File: src/rtl/pint_consts.svh
// Constants for the pin interrupt and pattern match block
`ifndef PINT_CONSTS_SVH
`define PINT_CONSTS_SVH
`define PINT_NUM_SLOTS     8
`define PINT_PORT_PINS     64
`define PINT_SEL_W         6
`define PINT_SYNC_STAGES   2
// Slot mode field encoding
`define PINT_MODE_EDGE     1'h0
`define PINT_MODE_LEVEL    1'h1
// Pattern input kind encodings
`define PINT_PM_HIGH       3'h0
`define PINT_PM_LOW        3'h1
`define PINT_PM_RISE       3'h2
`define PINT_PM_FALL       3'h3
`define PINT_PM_EDGE       3'h4
`define PINT_PM_ONE        3'h5
`define PINT_PM_ZERO       3'h6
`endif

File: src/rtl/pint_pkg.sv
// Types shared by the pin interrupt and pattern match block
`default_nettype none
package pint_pkg;
   // Per-slot configuration
   typedef struct packed {
      logic [5:0] pin_sel;   // Port 0/1 pin number
      logic       mode;      // 0 edge, 1 level
      logic       rise_en;   // Edge: rising; level: enable
      logic       fall_en;   // Edge: falling; level: high-active
   } pint_slot_cfg_s;

   // Per-term pattern configuration
   typedef struct packed {
      logic [2:0] kind;      // Level/transition selector
      logic       term_end;  // Closes a product term here
   } pint_pm_cfg_s;

   typedef enum logic [1:0] {PINT_PWR_ACTIVE, PINT_PWR_SLEEP, PINT_PWR_DEEP} pint_pwr_e;
endpackage
`default_nettype wire

File: src/rtl/pint_slot.sv
// One pin interrupt slot: synchroniser, edge detect and request
`default_nettype none
`include "pint_consts.svh"
module pint_slot (
   input  wire logic                    clk,
   input  wire logic                    rst_n,
   input  wire logic                    pin_in,
   input  wire pint_pkg::pint_slot_cfg_s cfg,
   input  wire logic                    clear_edge,
   output logic                         req,
   output logic                         level,
   output logic                         rise,
   output logic                         fall
);
   logic sync1_reg, sync1_next;
   logic sync2_reg, sync2_next;
   logic prev_reg,  prev_next;
   logic held_reg,  held_next;
   logic set_w;

   always_comb begin
      sync1_next = pin_in;
      sync2_next = sync1_reg;
      prev_next  = sync2_reg;
      rise       = sync2_reg & ~prev_reg;
      fall       = ~sync2_reg & prev_reg;
      level      = sync2_reg;
      held_next  = held_reg;
      set_w      = (cfg.mode == `PINT_MODE_EDGE)
                 && ((cfg.rise_en && rise) || (cfg.fall_en && fall));
      // Level mode never arms the latch, so a later switch to edge starts clean
      if (clear_edge || cfg.mode == `PINT_MODE_LEVEL) begin
         held_next = 1'b0;
      end
      // Set wins over a clear in the same cycle
      if (set_w) begin
         held_next = 1'b1;
      end
   end

   always_ff @(posedge clk or negedge rst_n) begin
      if (!rst_n) begin
         sync1_reg <= 1'b0;
         sync2_reg <= 1'b0;
         prev_reg  <= 1'b0;
         held_reg  <= 1'b0;
      end else begin
         sync1_reg <= sync1_next;
         sync2_reg <= sync2_next;
         prev_reg  <= prev_next;
         held_reg  <= held_next;
      end
   end

   always_comb begin
      if (cfg.mode == `PINT_MODE_LEVEL) begin
         req = cfg.rise_en & (cfg.fall_en ? sync2_reg : ~sync2_reg);
      end else begin
         req = held_reg;
      end
   end

   property p_edge_once;
      @(posedge clk) disable iff (!rst_n)
      rise |=> !rise;
   endproperty
   a_edge_once : assert property (p_edge_once)
      else $error("rise flagged two cycles running");

   property p_fall_once;
      @(posedge clk) disable iff (!rst_n)
      fall |=> !fall;
   endproperty
   a_fall_once : assert property (p_fall_once)
      else $error("fall flagged two cycles running");

   property p_set_wins;
      @(posedge clk) disable iff (!rst_n)
      set_w |=> held_reg;
   endproperty
   a_set_wins : assert property (p_set_wins)
      else $error("selected edge not held");

   property p_clear_edge;
      @(posedge clk) disable iff (!rst_n)
      (clear_edge && !set_w) |=> !held_reg;
   endproperty
   a_clear_edge : assert property (p_clear_edge)
      else $error("held edge survived a clear");

   property p_edge_hold;
      @(posedge clk) disable iff (!rst_n)
      (cfg.mode == `PINT_MODE_EDGE && held_reg && !clear_edge) |=> held_reg;
   endproperty
   a_edge_hold : assert property (p_edge_hold)
      else $error("held edge dropped without clear");

   property p_level_no_hold;
      @(posedge clk) disable iff (!rst_n)
      (cfg.mode == `PINT_MODE_LEVEL) |=> !held_reg;
   endproperty
   a_level_no_hold : assert property (p_level_no_hold)
      else $error("edge latch armed in level mode");
endmodule
`default_nettype wire

File: src/rtl/pint_top.sv
// Pin interrupt and pattern match engine, top level
`default_nettype none
`include "pint_consts.svh"
module pint_top #(
   parameter int N_SLOTS = `PINT_NUM_SLOTS
) (
   input  wire logic                                  clk,
   input  wire logic                                  rst_n,
   input  wire logic [`PINT_PORT_PINS-1:0]            port_pins,
   input  wire pint_pkg::pint_slot_cfg_s [N_SLOTS-1:0] slot_cfg,
   input  wire logic [N_SLOTS-1:0]                    slot_clear,
   input  wire logic                                  pm_enable,
   input  wire pint_pkg::pint_pm_cfg_s [N_SLOTS-1:0]  pm_cfg,
   input  wire logic                                  pm_event_en,
   input  wire pint_pkg::pint_pwr_e                   power_mode,
   input  wire logic [N_SLOTS-1:0]                    wake_start_enable_0,
   output logic [N_SLOTS-1:0]                         slot_irq,
   output logic [N_SLOTS-1:0]                         term_irq,
   output logic                                       cpu_event_signal,
   output logic                                       cpu_event_pin,
   output logic                                       wake_req
);
   // ----------------------------------------------------------------
   // Slots
   // ----------------------------------------------------------------
   logic [N_SLOTS-1:0] req_w, lvl_w, rise_w, fall_w;

   genvar g;
   generate
      for (g = 0; g < N_SLOTS; g++) begin : g_slot
         pint_slot u_slot (
            .clk        (clk),
            .rst_n      (rst_n),
            .pin_in     (port_pins[slot_cfg[g].pin_sel]),
            .cfg        (slot_cfg[g]),
            .clear_edge (slot_clear[g]),
            .req        (req_w[g]),
            .level      (lvl_w[g]),
            .rise       (rise_w[g]),
            .fall       (fall_w[g])
         );

         // Per-slot checks sit with the slot they watch
         property p_level_high;
            @(posedge clk) disable iff (!rst_n)
            (slot_cfg[g].mode && slot_cfg[g].rise_en && slot_cfg[g].fall_en && lvl_w[g])
            |=> slot_irq[g];
         endproperty
         a_level_high : assert property (p_level_high)
            else $error("high level slot not requesting");

         property p_level_low;
            @(posedge clk) disable iff (!rst_n)
            (slot_cfg[g].mode && slot_cfg[g].rise_en && !slot_cfg[g].fall_en && !lvl_w[g])
            |=> slot_irq[g];
         endproperty
         a_level_low : assert property (p_level_low)
            else $error("low level slot not requesting");

         property p_level_idle;
            @(posedge clk) disable iff (!rst_n)
            (slot_cfg[g].mode && slot_cfg[g].fall_en && !lvl_w[g]) |=> !slot_irq[g];
         endproperty
         a_level_idle : assert property (p_level_idle)
            else $error("high active slot requesting while pin low");

         property p_rise_req;
            @(posedge clk) disable iff (!rst_n)
            (!slot_cfg[g].mode && slot_cfg[g].rise_en && rise_w[g] && !slot_clear[g])
            |=> ##1 slot_irq[g];
         endproperty
         a_rise_req : assert property (p_rise_req)
            else $error("rising edge slot not requesting");
      end
   endgenerate

   // ----------------------------------------------------------------
   // Pattern match: each input slice is a literal; a slice with
   // term_end closes the product of itself and preceding open slices
   // ----------------------------------------------------------------
   logic [N_SLOTS-1:0] lit;
   logic [N_SLOTS-1:0] term_hit;
   logic               prod;

   always_comb begin
      for (int i = 0; i < N_SLOTS; i++) begin
         unique case (pm_cfg[i].kind)
            `PINT_PM_HIGH: lit[i] = lvl_w[i];
            `PINT_PM_LOW:  lit[i] = ~lvl_w[i];
            `PINT_PM_RISE: lit[i] = rise_w[i];
            `PINT_PM_FALL: lit[i] = fall_w[i];
            `PINT_PM_EDGE: lit[i] = rise_w[i] | fall_w[i];
            `PINT_PM_ONE:  lit[i] = 1'b1;
            default:       lit[i] = 1'b0;
         endcase
      end
      prod = 1'b1;
      for (int i = 0; i < N_SLOTS; i++) begin
         prod        = prod & lit[i];
         term_hit[i] = pm_enable & pm_cfg[i].term_end & prod;
         if (pm_cfg[i].term_end) begin
            prod = 1'b1;
         end
      end
   end

   // ----------------------------------------------------------------
   // Outputs, registered
   // ----------------------------------------------------------------
   logic [N_SLOTS-1:0] slot_irq_reg, slot_irq_next;
   logic [N_SLOTS-1:0] term_irq_reg, term_irq_next;
   logic               event_reg,    event_next;
   logic               wake_reg,     wake_next;

   always_comb begin
      slot_irq_next = req_w;
      term_irq_next = term_hit;
      event_next    = pm_event_en & (|term_hit);
      // Pattern engine runs from the block clock, absent in deep-sleep
      wake_next     = (|(req_w & wake_start_enable_0))
                    | ((|term_hit) && power_mode != pint_pkg::PINT_PWR_DEEP);
   end

   always_ff @(posedge clk or negedge rst_n) begin
      if (!rst_n) begin
         slot_irq_reg <= '0;
         term_irq_reg <= '0;
         event_reg    <= 1'b0;
         wake_reg     <= 1'b0;
      end else begin
         slot_irq_reg <= slot_irq_next;
         term_irq_reg <= term_irq_next;
         event_reg    <= event_next;
         wake_reg     <= wake_next;
      end
   end

   assign slot_irq         = slot_irq_reg;
   assign term_irq         = term_irq_reg;
   assign cpu_event_signal = event_reg;
   assign cpu_event_pin    = event_reg;
   assign wake_req         = wake_reg;

   // ----------------------------------------------------------------
   // Checks
   // ----------------------------------------------------------------
   property p_event_follows_term;
      @(posedge clk) disable iff (!rst_n)
      (pm_event_en && (|term_hit)) |=> cpu_event_signal;
   endproperty
   a_event_follows_term : assert property (p_event_follows_term)
      else $error("event missing after term match");

   property p_no_event_off;
      @(posedge clk) disable iff (!rst_n)
      !pm_event_en |=> !cpu_event_signal;
   endproperty
   a_no_event_off : assert property (p_no_event_off)
      else $error("event raised while disabled");

   property p_pin_mirror;
      @(posedge clk) disable iff (!rst_n)
      cpu_event_pin == cpu_event_signal;
   endproperty
   a_pin_mirror : assert property (p_pin_mirror)
      else $error("event pin differs from event");

   property p_term_irq;
      @(posedge clk) disable iff (!rst_n)
      term_irq_reg == $past(term_hit);
   endproperty
   a_term_irq : assert property (p_term_irq)
      else $error("term interrupt not following term");

   property p_no_pm_off;
      @(posedge clk) disable iff (!rst_n)
      !pm_enable |=> (term_irq == '0);
   endproperty
   a_no_pm_off : assert property (p_no_pm_off)
      else $error("term interrupt while pattern engine off");

   property p_deep_no_pm_wake;
      @(posedge clk) disable iff (!rst_n)
      (power_mode == pint_pkg::PINT_PWR_DEEP && !(|(req_w & wake_start_enable_0)))
      |=> !wake_req;
   endproperty
   a_deep_no_pm_wake : assert property (p_deep_no_pm_wake)
      else $error("pattern woke from deep-sleep");

   property p_pm_wake;
      @(posedge clk) disable iff (!rst_n)
      ((|term_hit) && power_mode != pint_pkg::PINT_PWR_DEEP) |=> wake_req;
   endproperty
   a_pm_wake : assert property (p_pm_wake)
      else $error("pattern match did not wake from active or sleep");

   property p_slot_wake;
      @(posedge clk) disable iff (!rst_n)
      (|(req_w & wake_start_enable_0)) |=> wake_req;
   endproperty
   a_slot_wake : assert property (p_slot_wake)
      else $error("enabled slot request did not wake");

   property p_wake_idle;
      @(posedge clk) disable iff (!rst_n)
      (!(|(req_w & wake_start_enable_0)) && !(|term_hit)) |=> !wake_req;
   endproperty
   a_wake_idle : assert property (p_wake_idle)
      else $error("wake raised with no cause");
endmodule
`default_nettype wire
File: config.mk
export PLATFORM = sky130hd
export DESIGN_NAME = pint_top
export DESIGN_NICKNAME = d
export VERILOG_FILES = /design/src/rtl/pint_pkg.sv /design/src/rtl/pint_slot.sv /design/src/rtl/pint_top.sv
export VERILOG_INCLUDE_DIRS = /design/src /design/src/rtl
export SDC_FILE = /design/constraint.sdc
export NUM_CORES = 1
export LEC_CHECK = 0
export ABC_AREA = 1
export BUFFER_PORTS_ARGS = -buffer_cell sky130_fd_sc_hd__buf_4
export CAP_MARGIN = 0
export CORE_ASPECT_RATIO = 1.1
export CORE_MARGIN = 8
export CORE_UTILIZATION = 54
export CTS_BUF_LIST = sky130_fd_sc_hd__clkbuf_16
export DETAILED_ROUTE_END_ITERATION = 8
export PLACE_DENSITY = 0.81
export SLEW_MARGIN = 10
export SYNTH_ARGS = -nofsm -noshare
export SYNTH_HDL_FRONTEND = slang
export SYNTH_HIERARCHICAL = 1
export SYNTH_SLANG_ARGS = --single-unit
export TNS_END_PERCENT = 100
File: constraint.sdc
create_clock -name clk -period 2.51 [get_ports clk]
set_input_delay 0.1255 -clock clk [delete_from_list [all_inputs] [get_ports clk]]
set_output_delay 0.1255 -clock clk [all_outputs]
set_load 0.01 [all_outputs]
### After elaboration in Yosys (flattened, before gate mapping)

Index checks and enable logic that the tools add are counted.

* bits in registers: 50
* bits of input ports: 190
* word-level logic and storage cells: 289

* $lt $le $gt $ge: 8
* equal/unequal tests: 41
* mux-type cells: 63
* bitwise gates (word level): 82
* reduce and logical (&&, ||, !) cells: 59

Operators by type and width (number)
* less-than comparator 6 x 7 -> 1 bit (second input constant): 8
* AND 1 bit: 48
* binary-select mux 1 bit (select 6 bit): 8
* == test 3 x 2 -> 1 bit (second input constant): 16
* == test 3 bit (second input constant): 16
* one-hot mux 1 bit (6 select lines): 8
* two-way mux 1 bit: 47
* logical AND 1 bit: 25
* == test 3 x 1 -> 1 bit (second input constant): 8
* logical NOT 3 bit: 8
* NOT 1 bit: 24
* logical OR 1 bit: 16
* nonzero test 2 bit: 8
* OR reduction 8 bit: 2
* bitwise OR 1 bit: 9
* AND 8 bit: 1
* inequality test 2 bit (second input constant): 1

### Logic depth before layout (Yosys ltp)

* word-level depth: 22
* gate-level depth with buffers: 24
* mapped depth without buffers: 24

### By module

Netlist, hierarchy kept.

Modules (own cells, without submodules)
* pint_top: times used 1, cells an instance 1118, area each 5753.0 um2
* pint_slot: times used 8, cells an instance 21, area each 170.2 um2

### Worst setup path after synthesis

OpenSTA, ideal clock, no wires.

* path kind: register to register
* start point: register g_slot[1].u_slot.sync2_reg
* end point: register wake_reg, in the netlist wake_req
* setup time: 126 ps
* arrival time: 1683 ps
* path slack: 701 ps
* cell stages (with the launch flop): 23
* path buffers: 0
* cell sequence: dfrtp_1 > inv_2 > nor2_1 > inv_1 > nand2_1 > nor3_1 > nor2_1 > nand2_1 > nand2_1 > nand2_1 > nand2_1 > nand2_1 > nand2_1 > nand2_1 > nand2_1 > nand2_1 > nand2_1 > nand3_1 > nand2_1 > inv_2 > nand2_2 > nand2_1 > nand2_1

* elaborated cells on any way between the ends: 33
* those cells by class: mux (9); bitwise (21); reduce/logical (3)

RTL lines
* start, declared: line pint_slot.sv:16 `logic sync2_reg, sync2_next;`
* start signal, assigned: line pint_slot.sv:49 `sync2_reg <= sync2_next;`
* AND 1 bit *: line pint_slot.sv:25 `rise = sync2_reg & ~prev_reg;`
* named net rise_w[1]: line pint_top.sv:26 `logic [N_SLOTS-1:0] req_w, lvl_w, rise_w, fall_w;`
* bitwise OR 1 bit: line pint_top.sv:92 `` `PINT_PM_EDGE: lit[i] = rise_w[i] | fall_w[i]; ``
* one-hot mux 1 bit (6 select lines) *: line pint_top.sv:87 `unique case (pm_cfg[i].kind)`
* AND 1 bit *: line pint_top.sv:99 `prod = prod & lit[i];`
* two-way mux 1 bit: line pint_top.sv:101 `if (pm_cfg[i].term_end) begin`
* AND 1 bit: line pint_top.sv:99
* two-way mux 1 bit: line pint_top.sv:101
* [6 not listed]
* AND 1 bit: line pint_top.sv:99
* two-way mux 1 bit: line pint_top.sv:101
* AND 1 bit: line pint_top.sv:99
* AND 1 bit: line pint_top.sv:100 `term_hit[i] = pm_enable & pm_cfg[i].term_end & prod;`
* OR reduction 8 bit *: line pint_top.sv:121 `| ((|term_hit) && power_mode != pint_pkg::PINT_PWR_DEEP);`
* logical AND 1 bit *: line pint_top.sv:121
* bitwise OR 1 bit *: line pint_top.sv:121
* named net wake_next: line pint_top.sv:113 `logic wake_reg, wake_next;`
* end signal, assigned: line pint_top.sv:134 `wake_reg <= wake_next;`
* end, declared: line pint_top.sv:113

Mark *: on every way through the listed nets, which the timed path passes. The rest lies on a longest branch.
A chain may end at the register's enable or synchronous reset.

### Final worst setup path

Ends and elaborated chain as after synthesis.

==> results.txt <==
chip width -> 125 um
wire length per cell -> 21.3 um
number of nets still failing antenna checks after routing -> 0
Longest Clk Path Bufs -> 2
synthesis-to-finish area growth -> 21.9%
clock latency reported for the late side of the worst-skew pair -> 0.28 ns
Critical Path RT -> 2.68 ns
accumulated negative setup slack -> 0 ns
total iterations of the first detailed-routing run -> 7
post-place setup slack -> 0.463 ns
synth cell count leaders -> 354 x sky130_fd_sc_hd__nor2_1, 297 x sky130_fd_sc_hd__o21ai_0, 108 x sky130_fd_sc_hd__inv_1
proportion of synthesized chip area in sequential cells -> 0.176
FF-to-FF setup slack -> 0.47 ns
FF-to-FF path depth -> 22
worst setup path endpoint -> wake_req
class of the worst hold path -> input port to register
Port Buffer Count -> 208
path type of the worst setup path -> register to register
area of the core region -> 13,000 sq um
post-synthesis area per instance -> 5.53 sq um
max-slew violation total from the final report -> 0
count leader, synth -> sky130_fd_sc_hd__nor2_1
netlist area before placement -> 7110 sq um
final worst path period share -> 0.811
type of destination of the critical path -> register
share of the synthesized area in the top cell type -> 0.209
starting utilization of the core area -> 0.545
total I/O pin count -> 209
total number of H-tree levels -> 2
number of global-route vias before repair -> 8,946
Synth Instances -> 1,286
clock tree from TritonCTS -> yes
post-CTS repair timing setup buffer count -> 0
GRT Util Overall -> 0.372
quantity of gates resized following cts -> 0
maximum cell stage delay along the critical path -> 0.43 ns
number of warnings reported in the yosys synthesis log -> 6
global-route wire length before repair -> 49,600 um
clock sink count -> 50
Antenna diodes -> 0
routability congestion estimate -> 1.04
Synth cell types -> 36
worst IR drop on VDD -> 0.343 mV
FF-to-FF End -> wake_req
RR Startpoint -> g_slot[1].u_slot/level
Fmax achieved -> 491 MHz
number of placement rows -> 44
maxcap violations -> 0
number of hold violations in the final report -> 0
power per cell area -> 366 nW/um^2
most used flip-flop cell after synthesis -> sky130_fd_sc_hd__dfrtp_1
cell type with the highest occurrence count on the critical path -> sky130_fd_sc_hd__nand2_1
die outline area -> 17,100 sq um
EDFF count, synth -> 0
crit path from -> g_slot[1].u_slot/level
number of buffers created by CTS -> 5
arrival time at the worst endpoint -> 2.21 ns
share of flip-flops with an asynchronous set or reset after synthesis -> 1.00
setup repair after global routing missed its margin -> no
run status -> completed
final setup skew -> 0.00480 ns
relative max-transition margin -> 0.344
cell-by-cell listing of the critical path -> inv_2, nor2_1, inv_1, nand2_1, nor3_1, nor2_1, nand2_1, nand2_1, nand2_1, nand2_1, nand2_1, nand2_1, nand2_1, nand2_1, nand2_1, nand2_1, nand2_1, nand2_1, nand2_2, nand2_2, nand2_1, nand2_1
vias post-DR -> 10,176
ratio of cells with drive above 1 in the final layout -> 0.175
standby leakage power -> 4.04 nW
post-synthesis sequential element count -> 50
Root Buffer -> sky130_fd_sc_hd__clkbuf_16
y dimension of the die -> 136 um
slowest cell on the critical path -> sky130_fd_sc_hd__dfrtp_1
detail-routed via count per cell -> 6.48
1st-iter DRT viols -> 1,843
worst-case setup margin in the final layout -> 0.474 ns
critical path peak fanout -> 6
main area contributors after synthesis -> sky130_fd_sc_hd__o21ai_0 21%, sky130_fd_sc_hd__nor2_1 19%, sky130_fd_sc_hd__dfrtp_1 18%, sky130_fd_sc_hd__o22ai_1 7.6%, sky130_fd_sc_hd__inv_1 5.7%
worst slew pin tran -> 0.983 ns
drt drc -> 0
largest area contributor in the synthesized netlist -> sky130_fd_sc_hd__o21ai_0
shortest clock period the worst path allows after layout -> 2.04 ns
final routed wirelength across all metal layers -> 33,400 um
Worst Setup Start Kind -> register
Nets -> 1,599
initial antenna violation count -> 0
estimated wirelength of the detail-placed design -> 23,000 um
Final setup violation count -> 0
largest net degree at the start of global routing -> 51
CTS clock-pin slew for the worst setup and hold paths -> 0.07 ns
hold buffers post-CTS -> 1
GR Overflow Total -> 0
syn_nets -> 1,476
==> worst max-delay path, delay by kind of cell (launching register included) <==
kind	cells	cell delay, ns
buffers and inverters	2	0.14
flip-flops	1	0.43
AND/OR/NAND/NOR	20	1.35
==> metal layers <==
layer	part of all wire	routed length, um	global-route usage	vias to the layer above
met1	0.35	11800	0.465	4416
met5	0	0	0	-
li1	-	-	-	4716
met4	0.072	2410	0.213	0
met3	0.18	6180	0.139	176
met2	0.39	13000	0.540	868
==> report_power, final <==
group / switching, mW / internal (mW)
sequential: 0.0670 / 0.896
clock: 0.295 / 0.364
combinational: 0.960 / 0.591
total: 1.32 / 1.85
==> how the worst min path moves through the flow <==
| stage | cells past startpoint | endpoint | from |
|---|---|---|---|
| after floorplan | 0 | cpu_event_pin | rst_n |
| after global placement | 1 | term_irq[1] | rst_n |
| after detailed placement | 1 | term_irq[1] | rst_n |
| after CTS | 2 | g_slot[0].u_slot/sync1_reg | slot_cfg[8] |
| after global routing | 2 | g_slot[0].u_slot/sync1_reg | slot_cfg[8] |
| final | 2 | g_slot[0].u_slot/sync1_reg | slot_cfg[8] |
==> logic make-up after synthesis <==
kind of cell           after synthesis  share of synthesized area
AOI/OAI and AO/OA                  509                      0.422
buffers and inverters              223                      0.121
DFF                                 50                      0.176
and+or+nand+nor                    504                      0.281
==> per-stage QoR <==
stage | area (sq um) | hold WS [ns] | total power, mW | util | cells
6_report | 8670 | 0.0272 | 3.17 | 0.665 | 1570
5_1_grt | 8670 | 0.0269 | 3.34 | 0.665 | 1570
4_1_cts | 8670 | 0.0255 | 3.13 | 0.665 | 1570
3_5_place_dp | 8520 | 0.195 | 2.47 | 0.653 | 1562
3_3_place_gp | 8520 | 0.192 | 2.44 | 0.653 | 1562
2_1_floorplan | 7110 | -0.170 | 1.81 | - | 1286
==> cell usage in the layout, fill, tap and decap left out, drive strengths merged <==
master | Yosys | layout
a21boi | 1 | 1
a21oi | 28 | 28
a221o | 1 | 1
a221oi | 1 | 1
and3 | 1 | 1
buf | 14 | 213
clkbuf | 84 | 5
clkinv | 1 | 1
clkinvlp | 0 | 2
dfrtp | 50 | 50
dlygate4sd3 | 0 | 1
inv | 124 | 124
nand2 | 86 | 86
nand3 | 50 | 50
nand3b | 6 | 6
nand4 | 2 | 2
nor2 | 354 | 354
nor3 | 4 | 4
o211ai | 4 | 4
o21ai | 308 | 308
o21bai | 2 | 2
o221a | 4 | 4
o221ai | 30 | 30
o22ai | 86 | 86
o311ai | 31 | 31
o31ai | 9 | 9
o32ai | 4 | 4
or2 | 1 | 1
==> cell type report <==
class                           instances  area [sq um]
Fill cell                            1253          4380
Multi-Input combinational cell       1013          5000
Timing Repair Buffer                  214          1610
Clock buffer                            5           125
Sequential cell                        50          1250
Tap cell                              161           201
Clock inverter                          2          15.0
Inverter                              125           469
(Power assumes the default switching activity.)
